**src/logic/lbgc_pkg.sv**
```systemverilog
/*
 * Package for the bank-wide configuration block of a 16-channel line interface.
 * Holds register offsets, field positions, reset values and timing counts.
 * Assumes a 50 MHz system clock and an 8-bit host register port with a 6-bit address.
 */
package lbgc_pkg;
	localparam int          ADDR_W            = 6;
	localparam int          DATA_W            = 8;
	localparam int          NUM_CH            = 16;
	localparam int          BANK_CH           = 8;

	// Register offsets
	localparam logic [5:0]  OFS_AAOS_LOWER    = 6'h0e;
	localparam logic [5:0]  OFS_GCFG_LOWER    = 6'h0f;
	localparam logic [5:0]  OFS_TSEL_LOWER    = 6'h10;
	localparam logic [5:0]  OFS_AAOS_UPPER    = 6'h2e;
	localparam logic [5:0]  OFS_GCFG_UPPER    = 6'h2f;
	localparam logic [5:0]  OFS_TSEL_UPPER    = 6'h30;
	localparam logic [7:0]  REG_RESET         = 8'h00;

	// Global configuration fields
	localparam int          GC_RX_MODE        = 7;
	localparam int          GC_ALARM_LOSS     = 6;
	localparam int          GC_SHORT_DIS      = 5;
	localparam int          GC_AMI            = 4;
	localparam int          GC_DEPTH          = 3;
	localparam int          GC_CAL            = 2;
	localparam int          GC_POSITION       = 1;
	localparam int          GC_ATTEN_EN       = 0;

	// Template target select fields
	localparam int          TS_BW_HI          = 7;
	localparam int          TS_BW_LO          = 6;
	localparam int          TS_HITLESS        = 5;
	localparam int          TS_PTR_HI         = 2;
	localparam int          TS_PTR_LO         = 0;
	localparam logic [3:0]  UPPER_BASE        = 4'h8;

	// Calibration timing: trigger runs a fixed cycle of this length
	localparam int          CAL_TIME_US       = 5;
	localparam int          CLK_MHZ           = 50;
	localparam int          CAL_CYCLES        = CAL_TIME_US * CLK_MHZ;
	localparam logic [8:0]  CAL_COUNT         = 9'(CAL_CYCLES);

	typedef enum logic [1:0] {
		LBGC_BW_0P625,
		LBGC_BW_1P25,
		LBGC_BW_2P5,
		LBGC_BW_5
	} lbgc_bw_t;

	typedef enum {
		LBGC_CAL_IDLE,
		LBGC_CAL_RUN,
		LBGC_CAL_DONE
	} lbgc_cal_state_t;

	// Host register access strobes
	typedef struct packed {
		logic        wr;
		logic        rd;
		logic [5:0]  addr;
		logic [7:0]  wdata;
	} lbgc_host_req_t;

	// Per-channel settings from the individual registers
	typedef struct packed {
		logic [15:0] alarm_on_loss;
		logic [15:0] short_disable;
		logic [15:0] line_code_ami;
		logic [15:0] depth_deep;
		logic [15:0] atten_position;
		logic [15:0] atten_enable;
		logic [15:0] rx_match_on;
	} lbgc_chan_cfg_t;
endpackage

```
**src/logic/lbgc_bank_global_config.sv**
```systemverilog
/*
 * Bank-wide configuration registers for both channel banks, the effective
 * per-channel controls derived from them, and the termination calibration
 * handshake. Each global bit except the calibration and mode bits either forces its per-channel
 * control for the eight channels of its bank or leaves that control to the per-channel input.
 * Assumes the host port logic is on the same clock and that loss and
 * output-enable come from pins, so those pass a two-stage synchroniser.
 * The per-channel settings arrive as levels from the individual register
 * banks on this clock and are used without synchronisation. The calibration
 * cycle is a fixed count standing in for the analog trim; a real trim engine
 * would replace the counter and keep the same handshake.
 */
`timescale 1ns/100ps

// Functional notes
// Channel with all-ones select set sends all ones while losing signal.
// Lower global register: calibrate trigger covers all channels, others channels 1-8.
// Upper global register: calibration enable covers all, others channels 9-16.
// Mode bit set gives internal termination, else external trimmed when match on.
// Global alarm-on-loss bit overrides per-channel alarm settings for its bank.
// Global short-protect disable overrides per-channel disable settings for its bank.
// Global coding bit forces AMI on bank channels, overriding line code.
// Global depth bit forces deep attenuator FIFO, overriding per-channel depth.
// Each rising write of the calibrate trigger starts one calibration cycle; here a rising write during a run is ignored.
// Trigger acts only while calibration enable is set in upper register.
// While trigger stays set, calibration status is reported per channel bank; here one cal_status bit serves both banks.
// Software waits 5 us after enabling calibration before triggering.
// Position bit picks receive or transmit path; per-channel overrides unless enable.
// Global attenuator enable overrides per-channel enable settings for its bank.
// Two-bit bandwidth code selects one of four E1 attenuator bandwidths.
// Hitless bit hands receive matching to output-enable pin, else match bit.
// Three-bit pointer picks which bank channel the template register configures.
// Pointer k selects channel k+1 in lower bank, k+9 in upper.
// Match-on bit enables internal receive matching, else receiver high impedance.
// Registers reset to zero and read back the last written value.
module lbgc_bank_global_config
	import lbgc_pkg::*;
(
	input  wire logic                  clock,
	input  wire logic                  srst,
	input  wire logic                  clk_en,
	input  wire lbgc_host_req_t        host_req,
	output logic [7:0]                 host_rdata,
	output logic                       host_rvalid,
	input  wire logic [15:0]           loss_detect,
	input  wire logic                  output_enable_pin,
	input  wire lbgc_chan_cfg_t        chan_cfg,
	output logic [15:0]                send_all_ones,
	output logic [15:0]                send_alarm_sys,
	output logic [15:0]                short_protect_off,
	output logic [15:0]                ami_select,
	output logic [15:0]                atten_deep,
	output logic [15:0]                atten_in_rx,
	output logic [15:0]                atten_on,
	output logic [15:0]                rx_match_active,
	output logic [15:0]                rx_internal_term,
	output logic [1:0]                 bw_code_lower,
	output logic [1:0]                 bw_code_upper,
	output logic [3:0]                 template_channel_lower,
	output logic [4:0]                 template_channel_upper,
	output logic                       cal_running,
	output logic                       cal_status
);

	// Host-visible registers, one set per bank
	logic [7:0]        aaos_lower_q;
	logic [7:0]        aaos_upper_q;
	logic [7:0]        gcfg_lower_q;
	logic [7:0]        gcfg_upper_q;
	logic [7:0]        tsel_lower_q;
	logic [7:0]        tsel_upper_q;

	// Two-stage synchronisers; the first stage may go metastable
	logic [15:0]       loss_meta_q;
	logic [15:0]       loss_sync_q;
	logic              oe_meta_q;
	logic              oe_sync_q;

	// Calibration sequencer state and run counter
	lbgc_cal_state_t   cal_state_q;
	lbgc_cal_state_t   cal_state_d;
	logic [8:0]        cal_cnt_q;
	logic [8:0]        cal_cnt_d;

	// Address decode of the host write and read strobes
	// Writes to any other offset are ignored
	wire         wr_aaos_lower = host_req.wr && host_req.addr == OFS_AAOS_LOWER;
	wire         wr_aaos_upper = host_req.wr && host_req.addr == OFS_AAOS_UPPER;
	wire         wr_gcfg_lower = host_req.wr && host_req.addr == OFS_GCFG_LOWER;
	wire         wr_gcfg_upper = host_req.wr && host_req.addr == OFS_GCFG_UPPER;
	wire         wr_tsel_lower = host_req.wr && host_req.addr == OFS_TSEL_LOWER;
	wire         wr_tsel_upper = host_req.wr && host_req.addr == OFS_TSEL_UPPER;

	// Unmapped offsets read as zero so software sees no stale value
	// plain readback
	wire [7:0]   rd_mux =
		(host_req.addr == OFS_AAOS_LOWER) ? aaos_lower_q :
		(host_req.addr == OFS_AAOS_UPPER) ? aaos_upper_q :
		(host_req.addr == OFS_GCFG_LOWER) ? gcfg_lower_q :
		(host_req.addr == OFS_GCFG_UPPER) ? gcfg_upper_q :
		(host_req.addr == OFS_TSEL_LOWER) ? tsel_lower_q :
		(host_req.addr == OFS_TSEL_UPPER) ? tsel_upper_q : REG_RESET;

	// The edge is judged against the stored bit, so rewriting a 1 does nothing
	// rising trigger write
	wire         trig_rise = wr_gcfg_lower && host_req.wdata[GC_CAL] && !gcfg_lower_q[GC_CAL];
	// trigger is chip-wide
	wire         trig_held = gcfg_lower_q[GC_CAL];
	// enable is chip-wide
	// Without the enable a rising trigger is dropped, not held for later
	// gate on enable
	wire         cal_start = trig_rise && gcfg_upper_q[GC_CAL];

	// Pointer fields of the lower and upper template select registers
	wire [2:0]   ptr_lower = tsel_lower_q[TS_PTR_HI:TS_PTR_LO];
	wire [2:0]   ptr_upper = tsel_upper_q[TS_PTR_HI:TS_PTR_LO];

	// Lower bank registers; all reset to zero
	always_ff @(posedge clock) begin
		if (srst) begin
			aaos_lower_q <= REG_RESET;
			gcfg_lower_q <= REG_RESET;
			tsel_lower_q <= REG_RESET;
		end else if (clk_en) begin
			if (wr_aaos_lower) aaos_lower_q <= host_req.wdata;
			if (wr_gcfg_lower) gcfg_lower_q <= host_req.wdata;
			if (wr_tsel_lower) tsel_lower_q <= host_req.wdata;
		end
	end

	// Upper bank registers; the calibration enable in here serves both banks
	always_ff @(posedge clock) begin
		if (srst) begin
			aaos_upper_q <= REG_RESET;
			gcfg_upper_q <= REG_RESET;
			tsel_upper_q <= REG_RESET;
		end else if (clk_en) begin
			if (wr_aaos_upper) aaos_upper_q <= host_req.wdata;
			if (wr_gcfg_upper) gcfg_upper_q <= host_req.wdata;
			if (wr_tsel_upper) tsel_upper_q <= host_req.wdata;
		end
	end

	// Read data registered one cycle after the read strobe
	always_ff @(posedge clock) begin
		if (srst) begin
			host_rdata  <= REG_RESET;
			host_rvalid <= 1'b0;
		end else if (clk_en) begin
			host_rvalid <= host_req.rd;
			host_rdata  <= host_req.rd ? rd_mux : REG_RESET;
		end
	end

	// Loss levels pass two flops; only the second stage is read
	always_ff @(posedge clock) begin
		if (srst) begin
			loss_meta_q <= 16'h0000;
			loss_sync_q <= 16'h0000;
		end else if (clk_en) begin
			loss_meta_q <= loss_detect;
			loss_sync_q <= loss_meta_q;
		end
	end

	// Output-enable pin takes the same two-flop path
	always_ff @(posedge clock) begin
		if (srst) begin
			oe_meta_q <= 1'b0;
			oe_sync_q <= 1'b0;
		end else if (clk_en) begin
			oe_meta_q <= output_enable_pin;
			oe_sync_q <= oe_meta_q;
		end
	end

	// Calibration sequencer; the cycle length stands in for the analog trim
	// IDLE waits for an enabled rising trigger, RUN counts the fixed cycle,
	// DONE holds status until the trigger is cleared or rewritten from zero
	always_comb begin
		cal_state_d = cal_state_q;
		cal_cnt_d   = cal_cnt_q;
		case (cal_state_q)
			LBGC_CAL_IDLE: begin
				if (cal_start) begin
					cal_state_d = LBGC_CAL_RUN;
					cal_cnt_d   = CAL_COUNT;
				end
			end
			LBGC_CAL_RUN: begin
				// Leave on the last count so the run lasts exactly CAL_COUNT cycles
				if (cal_cnt_q == 9'h001) begin
					cal_state_d = LBGC_CAL_DONE;
				end
				cal_cnt_d = cal_cnt_q - 9'h001;
			end
			LBGC_CAL_DONE: begin
				// A new rising trigger restarts; clearing the trigger rearms
				if (cal_start) begin
					cal_state_d = LBGC_CAL_RUN;
					cal_cnt_d   = CAL_COUNT;
				end else if (!trig_held) begin
					cal_state_d = LBGC_CAL_IDLE;
				end
			end
			// Unreachable encodings fall back to idle
			default: begin
				cal_state_d = LBGC_CAL_IDLE;
				cal_cnt_d   = 9'h000;
			end
		endcase
	end

	// Sequencer registers, frozen with the rest while the clock enable is low
	always_ff @(posedge clock) begin
		if (srst) begin
			cal_state_q <= LBGC_CAL_IDLE;
			cal_cnt_q   <= 9'h000;
		end else if (clk_en) begin
			cal_state_q <= cal_state_d;
			cal_cnt_q   <= cal_cnt_d;
		end
	end

	// Per-channel effective controls, one generate lane per channel
	// Lanes 0-7 take the lower bank registers, lanes 8-15 the upper
	logic [15:0] all_ones_d;
	logic [15:0] alarm_d;
	logic [15:0] short_d;
	logic [15:0] ami_d;
	logic [15:0] deep_d;
	logic [15:0] rxpos_d;
	logic [15:0] aen_d;
	logic [15:0] match_d;
	logic [15:0] iterm_d;

	// The bank of a lane is fixed at elaboration, so the bank selects cost no logic
	genvar ch;
	generate
		for (ch = 0; ch < NUM_CH; ch++) begin : g_ch
			localparam bit UP = (ch >= BANK_CH);
			// The modulo keeps both select indices inside the 8-bit registers
			wire [7:0] gc  = UP ? gcfg_upper_q : gcfg_lower_q;
			wire [7:0] ts  = UP ? tsel_upper_q : tsel_lower_q;
			wire       sel = UP ? aaos_upper_q[ch % BANK_CH] : aaos_lower_q[ch % BANK_CH];
			// Global enable also pins the position to the global setting
			wire       atten_global = gc[GC_ATTEN_EN];
			// match bit governs
			// hitless hands matching to pin
			wire       match_on = ts[TS_HITLESS] ? oe_sync_q : chan_cfg.rx_match_on[ch];
			// Loss is the synced level, so requests lag the pin by three edges
			// all ones on loss
			assign all_ones_d[ch] = sel && loss_sync_q[ch];
			// AIS goes only where loss is seen, even under the global bit
			// alarm override
			assign alarm_d[ch] = loss_sync_q[ch] &&
				(gc[GC_ALARM_LOSS] || chan_cfg.alarm_on_loss[ch]);
			// short-protect override
			assign short_d[ch] = gc[GC_SHORT_DIS] || chan_cfg.short_disable[ch];
			// AMI override
			assign ami_d[ch] = gc[GC_AMI] || chan_cfg.line_code_ami[ch];
			// depth override
			assign deep_d[ch] = gc[GC_DEPTH] || chan_cfg.depth_deep[ch];
			// enable override
			assign aen_d[ch] = atten_global || chan_cfg.atten_enable[ch];
			// position, per-channel ignored under global enable
			assign rxpos_d[ch] = atten_global ? gc[GC_POSITION] :
				(gc[GC_POSITION] || chan_cfg.atten_position[ch]);
			// Matching follows the synced pin only under hitless control
			assign match_d[ch] = match_on;
			// Internal termination follows the mode bit alone; matching does not gate it or the calibration
			// termination mode
			assign iterm_d[ch] = gc[GC_RX_MODE];
		end
	endgenerate

	// pointer picks target
	// pointer to channel number
	// The upper sum needs five bits: pointer 7 lands on channel 16
	wire [3:0] tgt_lower = {1'b0, ptr_lower} + 4'h1;
	wire [4:0] tgt_upper = {2'b00, ptr_upper} + {1'b0, UPPER_BASE} + 5'h01;

	// Loss-driven and override outputs; every port comes from a flop
	always_ff @(posedge clock) begin
		if (srst) begin
			send_all_ones     <= 16'h0000;
			send_alarm_sys    <= 16'h0000;
			short_protect_off <= 16'h0000;
			ami_select        <= 16'h0000;
			atten_deep        <= 16'h0000;
		end else if (clk_en) begin
			send_all_ones     <= all_ones_d;
			send_alarm_sys    <= alarm_d;
			short_protect_off <= short_d;
			ami_select        <= ami_d;
			atten_deep        <= deep_d;
		end
	end

	// Attenuator placement and receive termination outputs
	always_ff @(posedge clock) begin
		if (srst) begin
			atten_in_rx      <= 16'h0000;
			atten_on         <= 16'h0000;
			rx_match_active  <= 16'h0000;
			rx_internal_term <= 16'h0000;
		end else if (clk_en) begin
			atten_in_rx      <= rxpos_d;
			atten_on         <= aen_d;
			rx_match_active  <= match_d;
			rx_internal_term <= iterm_d;
		end
	end

	// Bandwidth codes and template targets; reset points at each bank's first channel
	always_ff @(posedge clock) begin
		if (srst) begin
			bw_code_lower          <= 2'h0;
			bw_code_upper          <= 2'h0;
			template_channel_lower <= 4'h1;
			template_channel_upper <= 5'h09;
		end else if (clk_en) begin
			// bandwidth code out
			bw_code_lower          <= tsel_lower_q[TS_BW_HI:TS_BW_LO];
			bw_code_upper          <= tsel_upper_q[TS_BW_HI:TS_BW_LO];
			template_channel_lower <= tgt_lower;
			template_channel_upper <= tgt_upper;
		end
	end

	// Calibration flags; status drops the cycle after software clears the trigger
	always_ff @(posedge clock) begin
		if (srst) begin
			cal_running <= 1'b0;
			cal_status  <= 1'b0;
		end else if (clk_en) begin
			cal_running <= cal_state_q == LBGC_CAL_RUN;
			// status while trigger held
			cal_status  <= trig_held && cal_state_q == LBGC_CAL_DONE;
		end
	end

endmodule

```
**config.mk**
```make
export PLATFORM = sky130hd
export DESIGN_NAME = lbgc_bank_global_config
export DESIGN_NICKNAME = d
export VERILOG_FILES = /design/src/logic/lbgc_pkg.sv /design/src/logic/lbgc_bank_global_config.sv
export SDC_FILE = /design/constraint.sdc
export NUM_CORES = 1
export LEC_CHECK = 0
export ABC_CLOCK_PERIOD_IN_PS = 1660
export BUFFER_PORTS_ARGS = -buffer_cell sky130_fd_sc_hd__buf_2
export CORE_MARGIN = 2
export CORE_UTILIZATION = 47
export CTS_BUF_LIST = sky130_fd_sc_hd__clkbuf_4 sky130_fd_sc_hd__clkbuf_8
export DETAILED_ROUTE_END_ITERATION = 7
export GPL_TIMING_DRIVEN = 0
export PLACE_DENSITY_LB_ADDON = 0.05
export SLEW_MARGIN = 20
export SYNTH_ARGS = -nofsm -noshare
export SYNTH_HDL_FRONTEND = slang
export SYNTH_SLANG_ARGS = --single-unit
```
**constraint.sdc**
```tcl
create_clock -name clock -period 1.66 [get_ports clock]
set_input_delay 0.166 -clock clock [delete_from_list [all_inputs] [get_ports clock]]
set_output_delay 0.166 -clock clock [all_outputs]
set_load 0.1 [all_outputs]
```
==> metrics.cfg <==
[synthesis]
yosysTopAreaCellShare_pct = 51.5
seq_area_frac_synth_pct = 51.5
synth.most_common_cell = dfxtp_1
synth_cell_types = 51
ys_top_cells_by_area = dfxtp_1 (52%), mux2i_1 (8.7%), nor2_1 (7.4%)
synth_nets = 1220
ys.flop_type = dfxtp_1
synth-edff-count = 0
ys_warn_count = 0
synth_seq_cells = 247
synth_cells = 1067
netlist_area_um2 = 9600
synthArstFlopShare_pct = 0
synthTopCellsByCount = dfxtp_1 (247), nor2_1 (189), o22ai_1 (84)
synth_area_leader_cell = dfxtp_1
syn_avg_cell_area_um2 = 8.99

[clock_tree]
clock_path_buffers = 3
worstSkewPairLatency_ns = 0.55
cts_made_buffers = 42
cts-root-buf = clkbuf_8
post-cts-setup-buffers = 0
cts_tree = done
cts.clk_slew.worst_paths_ns = 0.06
ctsHtreeMaxLevel = 2
clock_sinks = 247

[worst_setup_path]
critPathArrivalTime_ns = 2.10
cp-start-kind = flop
crit_type = flop to flop
end_kind = flop
path_max_fanout = 6
crit_required_ns = 2.09

[placement]
port_buffers = 313
dp_hpwl_um = 21700
place_ws_ns = -0.457
gp_congestion = 0.870
post-place-cells = 1650
place_area_um2 = 11500

[run_status]
violations = setup timing
outcome = finished with violations

[finish]
drive_gt1_share_pct = 28.1
fillerInstances = 1654
nNetsFinal = 1713
multi_input_area_um2 = 4150
stdcell_area_um2 = 13800
fin_util_pct = 68.8
diodes = 0
finalNonFillerCells = 1862
area_growth_pct = 44.0
regArea_um2 = 4950

[timing]
slew_viol_final = 0
finalSetupViolations = 1
fmax_ghz = 0.599
tightest_slew_ns = 0.745
holdWs_ns = 0.0160
hold_viol = 0
fin_crit_ns = 1.67
rsz0062_at_grt = true
finalCritPeriodShare_pct = 101
fin_ws_ns = -0.0108
skew_ns = 0.0115
slew_headroom_pct = 50.3

[floorplan]
rows = 52
dieArea_um2 = 21600
die_w_um = 147
top_level_ports = 316
die_y_um = 147
initial_core_util_pct = 47.7
core_area_um2 = 20100

[pwr]
pwr-share-seq_pct = 42.8
leakagePower_nw = 6.29
internal-power_w = 0.0101
p_switching_w = 0.00449
switching_share_pct = 30.7
max-vdd-ir-drop_mv = 0.790
pwr-share-clk_pct = 39.3
combPwrFrac_pct = 17.9
pwr_density_cell_nw_per_um2 = 1060

[routing]
drt_first_iter_violations = 492
via_count = 9779
wire_per_inst_um = 17.3
routed_wl_um = 32200
ant_nets = 0
drt-pass1-iter-count = 5
drc_errors = 0
viasPerCell = 5.25

[min_path]
min_path_type = input port to flop

[run]
max-cap-violations = 0

[global_routing]
track_usage_pct = 28.5
grt_pass1_wl_um = 49600
antenna_found_initial = 0
grt_max_degree = 12
grt.overflow.total = 0
grt_pass1_vias = 9337

layout by cell type, fill, tap and decap left out, drive strengths merged, types with 4 or more instances in the layout:
master / netlist / routed
a211oi: 18 / 18
a21oi: 83 / 83
a221oi: 5 / 5
buf: 45 / 357
clkbuf: 51 / 122
clkinv: 1 / 4
dfxtp: 247 / 247
dlygate4sd3: 0 / 136
ha: 5 / 5
inv: 15 / 16
mux2: 4 / 4
mux2i: 83 / 83
nand2: 69 / 69
nand2b: 14 / 14
nand3: 38 / 38
nand3b: 4 / 4
nor2: 189 / 189
nor2b: 22 / 22
nor4: 5 / 5
o211ai: 16 / 16
o21ai: 26 / 26
o22ai: 84 / 84
or4: 4 / 4
layer usage:
metal | wire length, um | track usage [%]
met1 | 13600 | 36.4
met2 | 15400 | 48.9
met3 | 2320 | 5.87
met4 | 849 | 8.85
met5 | 0 | 0
stage by stage:
step / TNS [ns] / power [W]
floorplan: 0 / 0.00813
global placement: -34.10 / 0.00870
detailed placement: -34.45 / 0.00871
CTS: 0 / 0.0147
global route: -0.152 / 0.0151
finish: -0.0108 / 0.0146
kinds of logic after synthesis:
group           share of synthesized area [%]
compound gates                           16.1
xor+xnor                               0.0913
fa+ha+maj                               0.652
buf+inv                                  5.41
flops                                    51.5
mux                                      9.13
simple gates                             17.1
final timing paths:
check	from	endpoint	slack (ns)	cells past startpoint
min reg2reg	host_rdata[4]$_SDFFE_PP0P_	host_rdata[4]$_SDFFE_PP0P_	0.45	2
max reg2reg	cal_cnt_q[0]$_SDFFE_PP0P_	cal_cnt_q[7]$_SDFFE_PP0P_	-0.01	4
max	cal_cnt_q[0]$_SDFFE_PP0P_	cal_cnt_q[7]$_SDFFE_PP0P_	-0.01	4
min	chan_cfg[38]	atten_in_rx[6]$_SDFFE_PP0P_	0.02	4
critical path, stage by stage (launching register included):
cell,delay (ns)
dfxtp_2,0.34
or4_4,0.57
or4_4,0.43
a21oi_2,0.14
o21ai_1,0.07
layout make-up:
| type | count | share of cell area [%] |
|---|---|---|
| buffer | 96 | 3.33 |
| clock buffer | 70 | 6.25 |
| clock inverter | 6 | 0.281 |
| inverter | 16 | 0.435 |
| multi-input combinational | 708 | 30.0 |
| sequential | 247 | 35.8 |
| tap | 270 | 2.44 |
| timing repair buffer | 449 | 21.5 |
repair_timing:
item | CTS | global route
setup endpoints to repair | 20 | 34
hold buffers | 136 | 0
gates resized for setup | 21 | 2
pin swaps | 1 | 2
endpoints found under the hold margin | 168 | 0
power groups by stage:
stage | sequential, W | combinational [W] | clock (W)
finish | 0.00626 | 0.00261 | 0.00575
CTS | 0.00625 | 0.00259 | 0.00581
floorplan | 0.00758 | 0.000555 | 0
detailed placement | 0.00638 | 0.00233 | 0
global placement | 0.00638 | 0.00232 | 0
global route | 0.00628 | 0.00273 | 0.00610
Power figures use the tool's default switching activity.
